### config.mk
export PLATFORM = sky130hd
export DESIGN_NAME = adc_conversion_control
export DESIGN_NICKNAME = d
export VERILOG_FILES = /design/src/hdl/adc_ctrl_pkg.sv /design/src/hdl/adc_conversion_control.sv /design/src/hdl/adc_result_path.sv
export SDC_FILE = /design/constraint.sdc
export NUM_CORES = 1
export LEC_CHECK = 0
export ABC_CLOCK_PERIOD_IN_PS = 17900
export BUFFER_PORTS_ARGS = -buffer_cell sky130_fd_sc_hd__buf_2
export CAP_MARGIN = 15
export CORE_MARGIN = 2
export CORE_UTILIZATION = 55
export CTS_CLUSTER_SIZE = 40
export DETAILED_ROUTE_END_ITERATION = 16
export PLACE_DENSITY = 0.75
export SLEW_MARGIN = 10
export SYNTH_ARGS = -nofsm -noshare
export SYNTH_HDL_FRONTEND = slang
export SYNTH_HIERARCHICAL = 1
export SYNTH_SLANG_ARGS = --single-unit
### constraint.sdc
create_clock -name clk_i -period 17.9 [get_ports clk_i]
set_input_delay 0 -clock clk_i [delete_from_list [all_inputs] [get_ports clk_i]]
set_output_delay 0 -clock clk_i [all_outputs]
set_load 0.005 [all_outputs]
### src/hdl/adc_ctrl_pkg.sv
// constants for the converter control block
package adc_ctrl_pkg;
    localparam int         ADDR_W          = 32;
    localparam int         DATA_W          = 32;
    localparam logic [31:0] RESULT_ADDR    = 32'h4000D000;
    localparam logic [31:0] CONFIG_ADDR    = 32'h4000D004;
    localparam logic [31:0] OFFSET_ADDR    = 32'h4000D008;
    localparam logic [31:0] GAIN_ADDR      = 32'h4000D00C;
    localparam logic [31:0] CONFIG_RESET   = 32'h00001800;
    localparam logic [15:0] OFFSET_RESET   = 16'h0000;
    localparam logic [15:0] RESULT_RESET   = 16'h0000;
    localparam logic [15:0] GAIN_RESET     = 16'h8000;
    localparam int         PERIOD_MSB      = 15;
    localparam int         PERIOD_LSB      = 13;
    localparam int         RSVD_PAIR_MSB   = 12;
    localparam int         RSVD_PAIR_LSB   = 11;
    localparam int         POS_SEL_MSB     = 10;
    localparam int         POS_SEL_LSB     = 7;
    localparam int         NEG_SEL_MSB     = 6;
    localparam int         NEG_SEL_LSB     = 3;
    localparam int         SLOW_CLK_BIT    = 2;
    localparam int         RSVD_SINGLE_BIT = 1;
    localparam int         RUN_BIT         = 0;
    localparam int         CONFIG_W        = 16;
    localparam int         BASE_CLOCKS     = 32;
    localparam int         GAIN_FRAC       = 15;
    localparam int         CLK_MHZ         = 250;
    localparam int         FAST_MHZ        = 6;
    localparam int         SLOW_MHZ        = 1;
    localparam int         START_US        = 21;
    // system clocks per converter clock, rounded down
    localparam int         FAST_DIV        = CLK_MHZ / FAST_MHZ;
    localparam int         SLOW_DIV        = CLK_MHZ / SLOW_MHZ;
    // start-up delay in system clocks, a least time rounded up
    localparam int         START_CYCLES    = START_US * CLK_MHZ;
    localparam int         DIV_W           = 8;
    localparam int         CNT_W           = 14;
    localparam int         START_W         = 13;
endpackage

### src/hdl/adc_conversion_control.sv
// converter control: registers, conversion timing and result update
// Operation
// - result register read-only, 16-bit signed, left-aligned at bit 15
// - period code 0..7 gives 32..4096 converter clocks, 7..14 bits
// - positive selector codes route pins, ground, references, half supply
// - negative selector in bits 6:3 uses same code table
// - clock select 0 gives 6 MHz, 1 gives 1 MHz
// - run bit one starts continuous conversions, zero stops them
// - first conversion after start takes double clocks plus 21 us
// - configuration change while running doubles next conversion length
// - signed offset added to raw result before gain
// - configuration resets to 0x00001800
// - offset and result registers reset to zero
// - result multiplied by unsigned gain, point between 15 and 14
//
// Our own choice: the strobed register port.
module adc_conversion_control
    import adc_ctrl_pkg::*;
#(
    parameter int START_DELAY = START_CYCLES
)(
    // clock and reset
    input  wire logic        clk_i,
    input  wire logic        reset_i,
    input  wire logic        ce_i,
    // register port
    input  wire logic [31:0] addr_i,
    input  wire logic [31:0] wdata_i,
    input  wire logic        write_i,
    input  wire logic        read_i,
    output logic      [31:0] rdata_o,
    // converter analogue side
    input  wire logic [15:0] sample_i,
    output logic      [3:0]  positive_input_sel_o,
    output logic      [3:0]  negative_input_sel_o,
    output logic             slow_clock_sel_o,
    output logic             converting_o,
    output logic             conv_clk_en_o,
    output logic             result_valid_o
);
    typedef enum logic [1:0] {IDLE, WARMUP, CONVERT} conv_state_t;

    conv_state_t          state_reg;
    conv_state_t          state_next;
    logic [CONFIG_W-1:0]  config_reg;
    logic [15:0]          offset_reg;
    logic [15:0]          gain_reg;
    logic [31:0]          rdata_reg;
    logic [DIV_W-1:0]     div_reg;
    logic [CNT_W:0]       count_reg;
    logic [31:0]          warm_reg;
    logic                 double_reg;
    logic                 tick_reg;
    logic                 done_reg;
    logic [15:0]          result;

    // sample pins come from the analogue domain
    logic [15:0]          samp_s1_reg;
    logic [15:0]          samp_s2_reg;
    logic [15:0]          samp_s3_reg;
    logic [15:0]          samp_reg;

    wire logic            wr_config = write_i && (addr_i == CONFIG_ADDR);
    wire logic            wr_offset = write_i && (addr_i == OFFSET_ADDR);
    wire logic            wr_gain   = write_i && (addr_i == GAIN_ADDR);
    wire logic [15:0]     new_cfg   = wdata_i[15:0];
    wire logic            run       = config_reg[RUN_BIT];
    wire logic            cfg_change = wr_config && run && new_cfg[RUN_BIT]
                                       && (new_cfg != config_reg);
    wire logic [2:0]      period    = config_reg[PERIOD_MSB:PERIOD_LSB];
    wire logic [DIV_W-1:0] div_last = config_reg[SLOW_CLK_BIT] ?
                                       DIV_W'(SLOW_DIV - 1) : DIV_W'(FAST_DIV - 1);
    wire logic [CNT_W:0]  conv_len;
    wire logic            warm_done = (warm_reg == 32'(START_DELAY - 1));
    wire logic            conv_end  = tick_reg && (count_reg == conv_len - 1'b1);
    wire logic [15:0]     samp_masked;
    wire logic            load_result = state_reg == CONVERT && conv_end && !cfg_change && run;

    // length and significant bits from period code
    function automatic logic [CNT_W:0] period_clocks(input logic [2:0] code);
        period_clocks = (CNT_W+1)'(BASE_CLOCKS) << code;
    endfunction

    function automatic logic [15:0] keep_mask(input logic [2:0] code);
        keep_mask = 16'($signed(16'hFE00) >>> code);
    endfunction

    // doubled length on start, doubled after a change
    assign conv_len = double_reg ? (period_clocks(period) << 1) : period_clocks(period);
    assign samp_masked = samp_reg & keep_mask(period);

    always_comb begin
        state_next = state_reg;
        case (state_reg)
            IDLE:    if (run) state_next = WARMUP;
            WARMUP:  if (!run) state_next = IDLE;
                     else if (warm_done) state_next = CONVERT;
            CONVERT: if (!run) state_next = IDLE;
            default: state_next = IDLE;
        endcase
    end

    always_ff @(posedge clk_i) begin
        if (reset_i) begin
            config_reg <= CONFIG_W'(CONFIG_RESET);
        end else if (ce_i && wr_config) begin
            config_reg <= new_cfg;
        end
    end

    // offset reset to zero, gain reset to one
    always_ff @(posedge clk_i) begin
        if (reset_i) begin
            offset_reg <= OFFSET_RESET;
            gain_reg   <= GAIN_RESET;
        end else if (ce_i) begin
            if (wr_offset) offset_reg <= wdata_i[15:0];
            if (wr_gain) gain_reg <= wdata_i[15:0];
        end
    end

    always_ff @(posedge clk_i) begin
        if (reset_i) begin
            samp_s1_reg <= 16'h0000;
            samp_s2_reg <= 16'h0000;
            samp_s3_reg <= 16'h0000;
            samp_reg    <= 16'h0000;
        end else if (ce_i) begin
            samp_s1_reg <= sample_i;
            samp_s2_reg <= samp_s1_reg;
            samp_s3_reg <= samp_s2_reg;
            if (samp_s2_reg == samp_s3_reg) samp_reg <= samp_s3_reg;
        end
    end

    // run bit starts and stops the sequence
    always_ff @(posedge clk_i) begin
        if (reset_i) begin
            state_reg <= IDLE;
        end else if (ce_i) begin
            state_reg <= state_next;
        end
    end

    always_ff @(posedge clk_i) begin
        if (reset_i) begin
            div_reg  <= {DIV_W{1'b0}};
            tick_reg <= 1'b0;
        end else if (ce_i && !run) begin
            div_reg  <= {DIV_W{1'b0}};
            tick_reg <= 1'b0;
        end else if (ce_i) begin
            tick_reg <= (div_reg >= div_last);
            div_reg  <= (div_reg >= div_last) ? {DIV_W{1'b0}} : div_reg + 1'b1;
        end
    end

    always_ff @(posedge clk_i) begin
        if (reset_i) begin
            warm_reg <= 32'h00000000;
        end else if (ce_i && state_reg != WARMUP) begin
            warm_reg <= 32'h00000000;
        end else if (ce_i) begin
            warm_reg <= warm_reg + 32'h00000001;
        end
    end

    // first conversion doubled, change doubles next
    always_ff @(posedge clk_i) begin
        if (reset_i) begin
            double_reg <= 1'b0;
            count_reg  <= '0;
            done_reg   <= 1'b0;
        end else if (ce_i) begin
            done_reg <= 1'b0;
            if (state_reg == IDLE) begin
                double_reg <= 1'b1;
                count_reg  <= '0;
            end else if (cfg_change || (wr_config && !new_cfg[RUN_BIT])) begin
                double_reg <= 1'b1;
                count_reg  <= '0;
            end else if (state_reg == CONVERT && conv_end) begin
                double_reg <= 1'b0;
                count_reg  <= '0;
                done_reg   <= 1'b1;
            end else if (state_reg == CONVERT && tick_reg) begin
                count_reg <= count_reg + 1'b1;
            end
        end
    end

    // corrected result loaded at conversion end
    adc_result_path u_result (
        .clk_i    (clk_i),
        .reset_i  (reset_i),
        .ce_i     (ce_i),
        .load_i   (load_result),
        .raw_i    (samp_masked),
        .offset_i (offset_reg),
        .gain_i   (gain_reg),
        .result_o (result)
    );

    always_ff @(posedge clk_i) begin
        if (reset_i) begin
            rdata_reg <= 32'h00000000;
        end else if (ce_i) begin
            rdata_reg <= 32'h00000000;
            if (read_i) begin
                case (addr_i)
                    RESULT_ADDR: rdata_reg <= {16'h0000, result};
                    CONFIG_ADDR: rdata_reg <= {16'h0000, config_reg};
                    OFFSET_ADDR: rdata_reg <= {16'h0000, offset_reg};
                    GAIN_ADDR:   rdata_reg <= {16'h0000, gain_reg};
                    default:     rdata_reg <= 32'h00000000;
                endcase
            end
        end
    end

    // selectors and clock choice drive the analogue side
    logic [3:0] pos_reg;
    logic [3:0] neg_reg;
    logic       slow_reg;
    logic       conv_reg;
    always_ff @(posedge clk_i) begin
        if (reset_i) begin
            pos_reg  <= 4'h0;
            neg_reg  <= 4'h0;
            slow_reg <= 1'b0;
            conv_reg <= 1'b0;
        end else if (ce_i) begin
            pos_reg  <= config_reg[POS_SEL_MSB:POS_SEL_LSB];
            neg_reg  <= config_reg[NEG_SEL_MSB:NEG_SEL_LSB];
            slow_reg <= config_reg[SLOW_CLK_BIT];
            conv_reg <= (state_reg == CONVERT);
        end
    end

    assign rdata_o              = rdata_reg;
    assign positive_input_sel_o = pos_reg;
    assign negative_input_sel_o = neg_reg;
    assign slow_clock_sel_o     = slow_reg;
    assign converting_o         = conv_reg;
    assign conv_clk_en_o        = tick_reg;
    assign result_valid_o       = done_reg;

    // config reads reset value after reset
    config_reset_a: assert property (@(posedge clk_i)
        $past(reset_i) |-> config_reg == CONFIG_W'(CONFIG_RESET))
        else $error("config not at reset value");

    run_stop_a: assert property (@(posedge clk_i) disable iff (reset_i)
        (ce_i && !run && state_reg != IDLE) |=> state_reg == IDLE)
        else $error("conversion did not stop");

    warm_first_a: assert property (@(posedge clk_i) disable iff (reset_i)
        (state_reg == IDLE && state_next == WARMUP) |=> double_reg)
        else $error("first conversion not doubled");

    change_double_a: assert property (@(posedge clk_i) disable iff (reset_i)
        (ce_i && cfg_change) |=> double_reg && count_reg == '0)
        else $error("change did not double conversion");

    result_pulse_a: assert property (@(posedge clk_i) disable iff (reset_i)
        (ce_i && result_valid_o) |=> !result_valid_o)
        else $error("result valid longer than one cycle");

    read_upper_a: assert property (@(posedge clk_i) disable iff (reset_i)
        rdata_o[31:16] == 16'h0000)
        else $error("upper read bits not zero");

    count_bound_a: assert property (@(posedge clk_i) disable iff (reset_i)
        count_reg < conv_len)
        else $error("conversion count beyond length");

    offset_reset_a: assert property (@(posedge clk_i)
        $past(reset_i) |-> offset_reg == OFFSET_RESET && result == RESULT_RESET)
        else $error("offset or result not zero after reset");

    pos_route_a: assert property (@(posedge clk_i) disable iff (reset_i)
        ce_i |=> positive_input_sel_o == $past(config_reg[POS_SEL_MSB:POS_SEL_LSB]))
        else $error("positive selector not routed");

    neg_route_a: assert property (@(posedge clk_i) disable iff (reset_i)
        ce_i |=> negative_input_sel_o == $past(config_reg[NEG_SEL_MSB:NEG_SEL_LSB]))
        else $error("negative selector not routed");

    idle_quiet_a: assert property (@(posedge clk_i) disable iff (reset_i)
        (ce_i && state_reg == IDLE) |=> !converting_o)
        else $error("converting while idle");
endmodule

### src/hdl/adc_result_path.sv
// offset and gain correction of one raw conversion result
module adc_result_path
    import adc_ctrl_pkg::*;
(
    // clock and control
    input  wire logic        clk_i,
    input  wire logic        reset_i,
    input  wire logic        ce_i,
    input  wire logic        load_i,
    // operands
    input  wire logic [15:0] raw_i,
    input  wire logic [15:0] offset_i,
    input  wire logic [15:0] gain_i,
    // corrected result
    output logic      [15:0] result_o
);
    logic signed [16:0] sum;
    logic signed [33:0] product;
    logic signed [33:0] scaled;
    logic        [15:0] result_reg;
    logic        [15:0] result_next;

    assign sum = 17'(signed'(raw_i)) + 17'(signed'(offset_i));
    // unsigned gain, binary point at 15
    assign product = 34'(sum) * signed'({18'h00000, gain_i});
    assign scaled = product >>> GAIN_FRAC;
    assign result_next = (scaled > 34'sh07FFF) ? 16'h7FFF :
                         (scaled < -34'sh08000) ? 16'h8000 : scaled[15:0];

    always_ff @(posedge clk_i) begin
        if (reset_i) begin
            result_reg <= RESULT_RESET;
        end else if (ce_i && load_i) begin
            result_reg <= result_next;
        end
    end

    assign result_o = result_reg;
endmodule

**After elaboration in Yosys (flattened, before gate mapping)**

Index checks and enable logic that the tools add are counted.

- Add/sub/neg operators: 5
- Multiply operators: 1
- Equal/unequal tests: 14
- Bitwise logic cells: 1
- Shift-type cells: 2
- Muxes and demuxes: 22
- Magnitude comparators: 3
- Reductions and logical operators: 31

Operators with widths:

| operator | number |
|---|---|
| $eq A32 B31 Y1 const B | 4 |
| $mux W15 | 5 |
| $pmux W16 S4 | 1 |
| $mux W16 | 3 |
| $mul A17 B17 Y34 | 1 |
| $add A32 B1 Y32 const B | 1 |
| $eq A32 B13 Y1 const B | 1 |
| $gt A19 B16 Y1 const B | 1 |
| $lt A19 B16 Y1 const B | 1 |
| $add A16 B16 Y17 | 1 |
| $and A16 B16 Y16 | 1 |
| $eq A16 B16 Y1 | 1 |
| $logic_and A1 B1 Y1 | 16 |
| $mux W8 | 2 |
| $ne A16 B16 Y1 | 1 |
| $sshr A10 B3 Y16 const A | 1 |
| $add A15 B1 Y15 const B | 1 |
| $eq A15 B15 Y1 | 1 |
| $shl A6 B3 Y15 const A | 1 |
| $sub A15 B1 Y15 const B | 1 |
| $reduce_and A2 Y1 | 5 |
| $add A8 B1 Y8 const B | 1 |
| $ge A8 B8 Y1 | 1 |
| $mux W2 | 4 |
| 14 further kinds | 23 |

- Register bits after elaboration: 230
- Output and inout port bits: 44
- Word-level logic and storage cells: 99
- Input port bits: 85

**Logic depth before layout (Yosys ltp)**

Gate-level depths: netlist of the first run.

- Depth after elaboration: 9
- Depth in mapped cells: 38
- Gate-level depth less buffers: 34

**Cells and area by module**

The synthesis of the first run kept the hierarchy.

Modules (own cells, without submodules):

| module | times used | area an instance (um^2) | seq. area each (um^2) | cells an instance |
|---|---|---|---|---|
| adc_result_path | 1 | 11761.3 | 320.3 | 1337 |
| adc_conversion_control | 1 | 9145.0 | 3923.8 | 962 |

**Least setup slack after synthesis of the first run**

Ideal clock, no wire load.

- Path type: register to register
- Start: register config_reg[14]
- End: register u_result.result_reg[12], in the netlist u_result/result_o[12]
- Arrival: 8211 ps
- Data required time: 17825 ps
- Path buffers: 5
- Slack: 9614 ps
- Cell stages (with the launch flop): 35
- Setup time: 75 ps
- Period minus slack after synthesis: 8286 ps
- Cell sequence: dfxtp_1 buf_6 buf_6 a21oi_1 nor2b_1 ha_1 a211oi_1 a211o_1 a31o_2 o21ai_1 o22ai_1 clkbuf_1 nand2_1 inv_1 fa_1 fa_1 clkbuf_1 xnor2_1 xnor2_1 fa_1 fa_1 inv_1 fa_1 inv_1 ha_1 a21o_1 a21oi_1 o21bai_1 a31o_2 nor3_4 a21oi_4 xnor2_4 buf_4 nand3_1 a22oi_2

- Elaborated cells on any way between the ends: 20
- Classes of those cells: 2 x add/sub; 1 x mul; 2 x order compare; 2 x eq/ne; 2 x shift; 3 x mux; 1 x bitwise; 7 x reduce/logical

RTL lines:

| item | RTL line | source |
|---|---|---|
| from (decl) | adc_conversion_control.sv:45 | `logic [CONFIG_W-1:0] config_reg;` |
| from (signal assigned) | adc_conversion_control.sv:105 | `config_reg <= CONFIG_W'(CONFIG_RESET);` |
| from (signal assigned) | adc_conversion_control.sv:107 | `config_reg <= new_cfg;` |
| $sshr A10 B3 Y16 (*) | adc_conversion_control.sv:85 | `keep_mask = 16'($signed(16'hFE00) >>> code);` |
| $and A16 B16 Y16 (*) | adc_conversion_control.sv:90 | `assign samp_masked = samp_reg & keep_mask(period);` |
| named net samp_masked[6] | adc_conversion_control.sv:76 | `wire logic [15:0] samp_masked;` |
| $add A16 B16 Y17 (*) | adc_result_path.sv:23 | `assign sum = 17'(signed'(raw_i)) + 17'(signed'(offset_i));` |
| $mul A17 B17 Y34 (*) | adc_result_path.sv:25 | `assign product = 34'(sum) * signed'({18'h00000, gain_i});` |
| $lt A19 B16 Y1 | adc_result_path.sv:28 | `(scaled < -34'sh08000) ? 16'h8000 : scaled[15:0];` |
| $mux W16 | adc_result_path.sv:28 |  |
| $mux W16 (*) | adc_result_path.sv:27 | `assign result_next = (scaled > 34'sh07FFF) ? 16'h7FFF :` |
| to (signal assigned) | adc_result_path.sv:34 | `result_reg <= result_next;` |
| to (decl) | adc_result_path.sv:20 | `logic [15:0] result_reg;` |

Mark *: on every way through the listed nets, which the timed path passes. The rest lies on a longest branch.
A chain may end at the register's enable or synchronous reset.

**Worst setup path after layout of the first run**

- Start: register config_reg[14]
- End: register u_result.result_reg[4], in the netlist u_result/result_o[4]

The elaborated chain is that of the path after synthesis.

==> results of run 1 <==
layer usage:
metal,vias to the layer above,GRT usage (%)
met2,504,45.0
met4,0,7.19
met1,8037,33.5
met3,80,3.78
li1,7442,-
met5,-,0
critical path: cells and delay by family, from the launching register on:
family | cells | cell delay (ps)
AND/OR/NAND/NOR | 3 | 630
buffers and inverters | 4 | 480
flip-flops | 1 | 820
AO/OA/AOI/OAI | 13 | 2820
adder cells (fa/ha/maj) | 7 | 3490
XOR/XNOR | 3 | 1370
metrics by stage:
step / hold slack (ps) / std cells
final: 121 / 2894
after global routing: 153 / 2894
after CTS: 92.4 / 2893
after detailed placement: 242 / 2826
after global placement: 234 / 2826
after floorplan: 67.9 / 2317
cells in the final DEF, fill, tap and decap left out, types with 24 or more instances in the layout:
cell           synthesis  layout
nand3_1               38      38
xnor2_1               69      66
dfxtp_1              212     212
and3_1                24      24
and2_1               121     121
nand2_1              205     205
nor2_1               223     223
xor2_1                49      48
inv_1                360     360
a21oi_1               44      44
dlygate4sd3_1          0      34
buf_2                 10      94
ha_1                 114     114
mux2i_1              119     119
nand4_1               29      29
fa_1                 269     269
logic make-up after synthesis:
logic type / count (synthesis) / synth area share, %
adders and majority gates: 386 / 32.7
xor gates and xnor gates: 119 / 5.08
DFF: 212 / 20.3
muxes: 135 / 7.42
buffers and inverters: 480 / 9.36
and+or+nand+nor: 761 / 18.2
other: 1 / 0.0179
AOI/OAI and AO/OA: 205 / 6.88
what timing repair did:
| action | CTS | global route |
|---|---|---|
| endpoints found under the hold margin | 84 | 0 |
| setup endpoints to repair | 0 | 0 |
| hold buffers | 34 | 0 |
path summary, 6_finish.rpt:
kind / endpoint / cells past startpoint / slack (ps)
worst min register to register: u_result/result_o[11] / 2 / 450
worst min-delay path: offset_reg[10] / 5 / 120
worst max register to register: u_result/result_o[4] / 30 / 8140
worst max-delay path: u_result/result_o[4] / 30 / 8140
power groups by stage:
| stage | clock [mW] | sequential (mW) | combinational, mW |
|---|---|---|---|
| finish | 0.428 | 0.481 | 0.0677 |
| global route | 0.454 | 0.481 | 0.0735 |
| CTS | 0.435 | 0.481 | 0.0670 |
| detailed placement | 0 | 0.491 | 0.0609 |
| global placement | 0 | 0.491 | 0.0592 |
| floorplan | 0 | 0.490 | 0.0449 |
final cells by class:
class                      instances  area, um2
inverter                         361       1360
multi-input combinational       1625      14800
timing repair buffer             152        998
tap                              511        639
clock inverter                     4       53.8
sequential                       212       4240
fill                            3181      14900
clock buffer                      29        617
==> results.md, run 1 <==
- Total chip power: 0.977 mW
- Sequential share of power: 49.2%
- Die width: 199 um
- Post-CTS setup repair buffer count: 0
- Max-Cap Viols: 0
- Final setup fails: 0
- Synth warn: 6
- Worst Setup SP: config_reg[14]
- Leakage: 10.8 nW
- Max Slew Vio Count: 0
- Post-Syn Instances: 2299
- RSZ-0062 raised after global routing: false
- Post-synthesis sequential area ratio: 20.3%
- Status: complete, no violations
- Clock Tree Root: clkbuf_16
- CTS tree: yes
- CTS clk-pin slew, worst paths: 60 ps
- Met2 WL post-DR: 24.6 mm
- GRT Total Usage: 25.8%
- Routed Antenna Nets: 0
- First-pass GRT wire length: 82.5 mm
- Hold wc startpoint: write_i
- Hold Path Class: in -> reg
- Max Clk Rate: 0.102 GHz
- Vias in the first global route: 16600
- Nets: 2842
- Vias per inst: 5.55
- Post-synth EDFFs: 0
- Clock Skew: 22.7 ps
- Final-report hold violation count: 0
- Main synth FF type: dfxtp_1
- Synth top area cells: fa_1 26%, dfxtp_1 20%, ha_1 6.8%
- Largest net degree at the start of global routing: 107
- Post-CTS Resized: 0
- Cell row count: 71
- Worst Path Max Fanout: 22
- Max FFs per register: 32
- Antenna diodes: 0
- CP max stage cell: dfxtp_1
- Initial antenna violation count: 0
- Layout area overhead: 8.63%
- Starting Density: 55.6%
- Via count: 16100
- Period minus WS final: 9760 ps
- NetSw: 0.228 mW
- Avg Cell Area, Syn: 9.09 um2
- Largest stage delay on the critical path: 820 ps
- Final worst slack: 8140 ps
- Sw Ratio: 23.4%
- Yosys top cell area share: 25.8%
- Max layer used: met4
- Relative slew margins: 20.1%
- Grt ovf: 0
- Final Util: 60.4%
- Met3 WL post-DR: 3.10 mm
- Drt first-iter violations: 972
- Most common cell in the synthesized netlist: inv_1
- Crit Path Category: reg -> reg
- Share of cells above drive strength 1: 8.64%
- Reg-to-Reg Start: config_reg[14]
- H-tree level count: 1
- PD cells: 43.0 nW/um2
- Most used cell, CP: fa_1
- CP arrival: 10190 ps
- Clock power frac: 43.8%
- Cell Int Power: 0.748 mW
- Total die area: 39600 um2
- CP startpoint kind: flip-flop
- Die span in y: 199 um
- Finished Cell Area: 22700 um2
- Async SR Flop Fraction: 0%
- Critical Path Sink Type: flip-flop
- Number of clock sinks: 212
- Cell variety after synth: 92
- Post-place setup slack: 8390 ps
- Yosys top cell by area: fa_1
- Num ports: 129
- Post-DP HPWL: 37.2 mm
- Final WL: 49.5 mm
- CTS Buffer Depth: 3
- DRC: 0
- Core area: 37600 um2
- Required time of the critical path: 18330 ps
- Setup TNS: 0 ps
- Cell Area, Synth: 20900 um2
- Most frequent cells after synthesis: 360 x inv_1, 269 x fa_1, 223 x nor2_1, 212 x dfxtp_1, 205 x nand2_1
- Peak supply drop: 64.5 uV
- Wire per inst: 17.1 um
- Cts bufs inserted: 22
- Post-DP Area: 21700 um2
- WL met1: 20.6 mm
- Detailed Routing Iterations Pass 1: 5
- GPL Wtd Cong: 0.921
- Synthesized flop and latch total: 212
- Crit share post-route: 54.5%
- Clock Latency Late Sink: 520 ps
- Comb pwr share: 6.9%
- # port buffers: 96
- Worst slew pin tran: 1200 ps
Note: power is estimated with default switching activity, not from simulation.
==> run 2: changes to the inputs <==
- ABC_CLOCK_PERIOD_IN_PS: 17900 -> 8800
- PLACE_DENSITY: 0.75 -> 0.78
- clock period: 17.9 -> 8.8 ns (I/O delays scaled with it)
==> results.md, run 2 (synthesized netlist as in run 1, its figures left out) <==
- R2R cell count: 32 (+6.7%)
- Register-to-register setup slack: 320 ps (-7820 ps)
- Final WL: 50.7 mm (+2.3%)
- GPL Wtd Cong: 0.968 (+5.1%)
- Routed Antenna Nets: 0 (unchanged)
- Via count: 16300 (+1.3%)
- H-tree level count: 1 (unchanged)
- CP arrival: 8900 ps (-1290 ps)
- First-pass GRT wire length: 84.3 mm (+2.1%)
- Initial antenna violation count: 0 (unchanged)
- Core area: 37600 um2 (unchanged)
- Clock Skew: 18.1 ps (-4.66 ps)
- Commonest non-fill, non-tap cell in the layout: inv_1
- Cell row count: 71 (unchanged)
- Crit share post-route: 96.4% (+42 points)
- Wire per inst: 17.4 um (+1.7%)
- Post-place setup slack: 203 ps (-8190 ps)
- GRT Total Usage: 26.5% (+0.67 points)
- Grt ovf: 0 (unchanged)
- Largest net degree at the start of global routing: 84 (-21%)
- DRC: 0 (unchanged)
- Reg-to-Reg Start: config_reg[15]
- Status: complete, no violations
- Final-report hold violation count: 0 (unchanged)
- Crit Path Category: reg -> reg
- Worst slew pin tran: 1160 ps (-42.5 ps)
- PD cells: 89.4 nW/um2 (+110%)
- Hold Path Class: in -> reg
- Hold wc startpoint: reset_i
- Drt first-iter violations: 1104 (+14%)
- Total die area: 39600 um2 (unchanged)
- Starting Density: 55.6% (unchanged)
- Share of cells above drive strength 1: 9.75% (+1.1 points)
- # port buffers: 96 (unchanged)
- Die span in y: 199 um (unchanged)
- Critical Path Sink Type: flip-flop
- Peak supply drop: 150 uV (+130%)
- Num ports: 129 (unchanged)
- Max Clk Rate: 0.118 GHz (+15%)
- Max-Cap Viols: 0 (unchanged)
- Hold_ws: 27.3 ps (-94.1 ps)
- Most used cell, CP: fa_1
- CTS tree: yes
- Post-DP Area: 21800 um2 (+0.37%)
- Finished Cell Area: 22900 um2 (+1.0%)
- Final setup fails: 0 (unchanged)
- Post-DP HPWL: 37.7 mm (+1.6%)
- R2r endpoint: u_result/result_o[0]
- Commonest non-fill, non-tap cells in the layout: 360 x inv_1, 268 x fa_1, 223 x nor2_1
- Largest stage delay on the critical path: 560 ps (-260 ps)
- Number of clock sinks: 212 (unchanged)
- Max Slew Vio Count: 0 (unchanged)
- CTS clk-pin slew, worst paths: 60 ps (about the same)
- Vias in the first global route: 16900 (+1.9%)
- CP max stage cell: fa_1
- CP startpoint kind: flip-flop
- Worst Hold End: converting_o
- Relative slew margins: 22.9% (+2.7 points)
- Die width: 199 um (unchanged)
- Worst Path Max Fanout: 17 (-23%)
- Final worst slack: 318 ps (-7820 ps)
- Hold Crit Depth: 2 (-3)
- Required time of the critical path: 9220 ps (-9110 ps)
- CTS Buffer Depth: 3 (unchanged)
- Detailed Routing Iterations Pass 1: 5 (unchanged)
- Vias per inst: 5.59 (+0.71%)
- Antenna diodes: 0 (unchanged)
- Max FFs per register: 32 (unchanged)
- Layout area overhead: 9.73%
- Clock Tree Root: clkbuf_16
- Clock Latency Late Sink: 510 ps (about the same)
- Leakage: 11.0 nW (+1.1%)
- Nets: 2853 (+0.39%)
- Fillers: 3101 (-2.5%)
- Period minus WS final: 8480 ps (-1280 ps)
- Cts bufs inserted: 22 (unchanged)
==> run 2: worst max path at each step <==
| stage | from | depth (start not counted) | end | slack (ps) |
|---|---|---|---|---|
| 6_report | config_reg[15] | 32 | u_result/result_o[0] | 320 |
| 5_1_grt | config_reg[13] | 32 | u_result/result_o[14] | -8 |
| 4_1_cts | config_reg[15] | 32 | u_result/result_o[12] | 130 |
| 3_5_place_dp | config_reg[15] | 31 | u_result/result_o[12] | 200 |
| 3_3_place_gp | config_reg[15] | 32 | u_result/result_o[12] | 320 |
| 2_1_floorplan | config_reg[14] | 34 | u_result/result_o[12] | 510 |
==> run 2: cell type report <==
cell class                      instances  area, um2  area share, %
Inverter                              361       1360           5.91
Sequential cell                       212       4250           18.5
Clock inverter                         11        126          0.551
Clock buffer                           28        603           2.63
Timing Repair Buffer                  163       1110           4.84
Multi-Input combinational cell       1625      14900           64.8
Tap cell                              511        639           2.79
==> run 2: metrics by stage <==
step           setup TNS, ps  util [%]  instances  power, mW
2_1_floorplan              0         -       2317       1.09
3_3_place_gp               0      57.9       2838       1.12
3_5_place_dp               0      57.9       2838       1.12
4_1_cts                    0      60.7       2910       2.06
5_1_grt                -18.1      61.0       2911       2.11
6_report                   0      61.0       2911       2.05
==> run 2: timing repair <==
item,CTS,global route
endpoints found under the hold margin,67,0
gates resized for setup,0,16
setup endpoints to repair,0,16
buffers inserted,0,0
hold buffers,33,0
==> run 2: report_power, final <==
group / switching [mW] / total [mW] / internal, mW
Clock: 0.390 / 0.937 / 0.547
Sequential: 0.00895 / 0.978 / 0.969
Combinational: 0.0779 / 0.137 / 0.0592
==> run 2: routing by layer <==
metal	vias to the layer above	GRT usage (%)	routed length, um
li1	7486	-	-
met1	8097	33.1	20500
met2	559	45.6	25100
met3	130	4.27	2970
met4	0	11.1	2100
met5	-	0	0
==> run 2: critical path: cells and delay by family (launching register included) <==
family / cells / cell delay (ps)
flops: 1 / 430
compound gates: 10 / 2250
mux: 1 / 190
fa+ha+maj: 8 / 3730
buf+inv: 5 / 410
simple gates: 8 / 1390
==> run 3: changes to the inputs <==
- CAP_MARGIN: 15 -> 0
- CORE_MARGIN: 2 -> 1
==> results.md, run 3 (synthesized netlist as in run 1, its figures left out) <==
- Sequential share of power: 45.8% (-1.9 points)
- Die width: 197 um (-1.0%)
- Starting Density: 55.6% (unchanged)
- Clock Latency Late Sink: 520 ps (about the same)
- Clock Skew: 20.3 ps (+2.22 ps)
- First-pass GRT wire length: 84.6 mm (+0.43%)
- Required time of the critical path: 9240 ps (+20 ps)
- Largest stage delay on the critical path: 550 ps (about the same)
- Worst Setup SP: config_reg[15]
- Final-report hold violation count: 0 (unchanged)
- FF+latch area: 4240 um2 (about the same)
- Most crowded layer after global routing: met2
- Sw Ratio: 23.1% (-0.15 points)
- Final worst slack: 236 ps (-82.0 ps)
- CTS clk-pin slew, worst paths: 70 ps (about the same)
- Multi-input gate area: 14900 um2 (+0.28%)
- Crit Path Category: reg -> reg
- DRC: 0 (unchanged)
- CP max stage cell: fa_1
- Status: complete, no violations
- Post-DP Area: 21800 um2 (+0.18%)
- Finished Cell Area: 23100 um2 (+0.54%)
- Post-DP HPWL: 37.9 mm (+0.36%)
- Met1 usage: 34.3% (+1.2 points)
- Most used cell, CP: fa_1
- Crit share post-route: 97.3% (+0.93 points)
- CTS tree: yes
- Routed Antenna Nets: 0 (unchanged)
- CP arrival: 9000 ps (+100 ps)
- Hold wc startpoint: reset_i
- Fillers: 3061 (-1.3%)
- Vias in the first global route: 16900 (-0.15%)
- Drt first-iter violations: 1189 (+7.7%)
- Nets: 2859 (+0.21%)
- Reg-to-Reg Start: config_reg[15]
- Peak supply drop: 179 uV (+19%)
- Detailed Routing Iterations Pass 1: 8 (+3)
- Max FFs per register: 32 (unchanged)
- Share of cells above drive strength 1: 10.2% (+0.43 points)
- Initial antenna violation count: 0 (unchanged)
- GRT Total Usage: 27.1% (+0.58 points)
- Core area: 37600 um2 (unchanged)
- Via count: 16300 (unchanged)
- Cell row count: 71 (unchanged)
- Layout area overhead: 10.3%
- Die span in y: 197 um (-1.0%)
- GRT met3 Usage: 3.23% (-1.0 points)
- Antenna diodes: 0 (unchanged)
- Hold Path Class: in -> reg
- NetSw: 0.493 mW (+3.4%)
- Max Clk Rate: 0.117 GHz (-0.96%)
- Max-Cap Viols: 0 (unchanged)
- Total die area: 38800 um2 (-2.0%)
- Cell Int Power: 1.64 mW (+4.3%)
- CP startpoint kind: flip-flop
- Commonest non-fill, non-tap cells in the layout: 360 x inv_1, 269 x fa_1, 223 x nor2_1
- Grt ovf: 0 (unchanged)
- Num ports: 129 (unchanged)
- Comb pwr share: 6.5% (-0.2 points)
- Worst Path Max Fanout: 16 (-1)
- CTS Buffer Depth: 3 (unchanged)
- Period minus WS final: 8560 ps (+82.0 ps)
- PD cells: 92.6 nW/um2 (+3.6%)
- GR Layer Usage met2: 48.0% (+2.4 points)
- Leakage: 11.0 nW (+0.25%)
- # port buffers: 96 (unchanged)
- Largest net degree at the start of global routing: 81 (-3.6%)
- Relative slew margins: 21.0% (-1.8 points)
- Commonest non-fill, non-tap cell in the layout: inv_1
- Worst slew pin tran: 1180 ps (+27.6 ps)
- Final Util: 61.4% (+0.33 points)
- Post-place setup slack: 293 ps (+90.1 ps)
- Vias per inst: 5.58 (-0.24%)
- Final setup fails: 0 (unchanged)
- Clock Tree Root: clkbuf_16
- Max Slew Vio Count: 0 (unchanged)
- Final WL: 51.1 mm (+0.82%)
- H-tree level count: 1 (unchanged)
- Wire per inst: 17.5 um (+0.58%)
- Critical Path Sink Type: flip-flop
- Clock power frac: 47.8% (+2.2 points)
- Cts bufs inserted: 22 (unchanged)
- GPL Wtd Cong: 0.932 (-3.7%)
- Number of clock sinks: 212 (unchanged)
run 3: worst max-delay path, delay by kind of cell (launching register included):
family	cells	cell delay, ps
AND/OR/NAND/NOR	9	1770
buffers and inverters	6	600
adder cells (fa/ha/maj)	8	3690
flip-flops	1	340
AO/OA/AOI/OAI	9	2040
run 3: final timing paths:
path                            to  slack (ps)  depth (start not counted)
max          u_result/result_o[12]         240                         32
min                   converting_o          60                          2
max reg2reg  u_result/result_o[12]         240                         32
min reg2reg   u_result/result_o[8]         450                          2
run 3: what timing repair did:
action                     CTS  global route
hold endpoints to repair    65             0
hold buffers                33             0
setup endpoints to repair    0            15
resized for setup            0            20
buffers inserted             0             0
run 3: power groups by stage:
stage	logic [mW]	clock network [mW]	registers, mW
after detailed placement	0.124	0	0.999
after global routing	0.150	1.06	0.979
after floorplan	0.0912	0	0.996
after CTS	0.136	1.03	0.977
final	0.138	1.02	0.978
after global placement	0.121	0	0.998
run 3: per-layer routing:
layer	routed length (um)	share of wire [%]
met1	20500	40
met2	25700	50
met3	3040	6.0
met4	1790	3.5
met5	0	0
run 3: metrics by stage:
| stage | instances | power, mW | TNS [ps] | hold slack, ps |
|---|---|---|---|---|
| after floorplan | 2317 | 1.09 | 0 | 67.9 |
| after global placement | 2844 | 1.12 | 0 | 234 |
| after detailed placement | 2844 | 1.12 | 0 | 249 |
| after CTS | 2917 | 2.14 | 0 | 60.6 |
| after global routing | 2918 | 2.19 | -415 | 88.5 |
| final | 2918 | 2.14 | 0 | 57.4 |
run 3: cell type report:
| cell class | count | area share [%] |
|---|---|---|
| Tap cell | 511 | 2.77 |
| Clock inverter | 14 | 0.852 |
| Timing Repair Buffer | 168 | 4.87 |
| Multi-Input combinational cell | 1626 | 64.6 |
| Sequential cell | 212 | 18.4 |
| Clock buffer | 26 | 2.63 |
| Inverter | 361 | 5.88 |
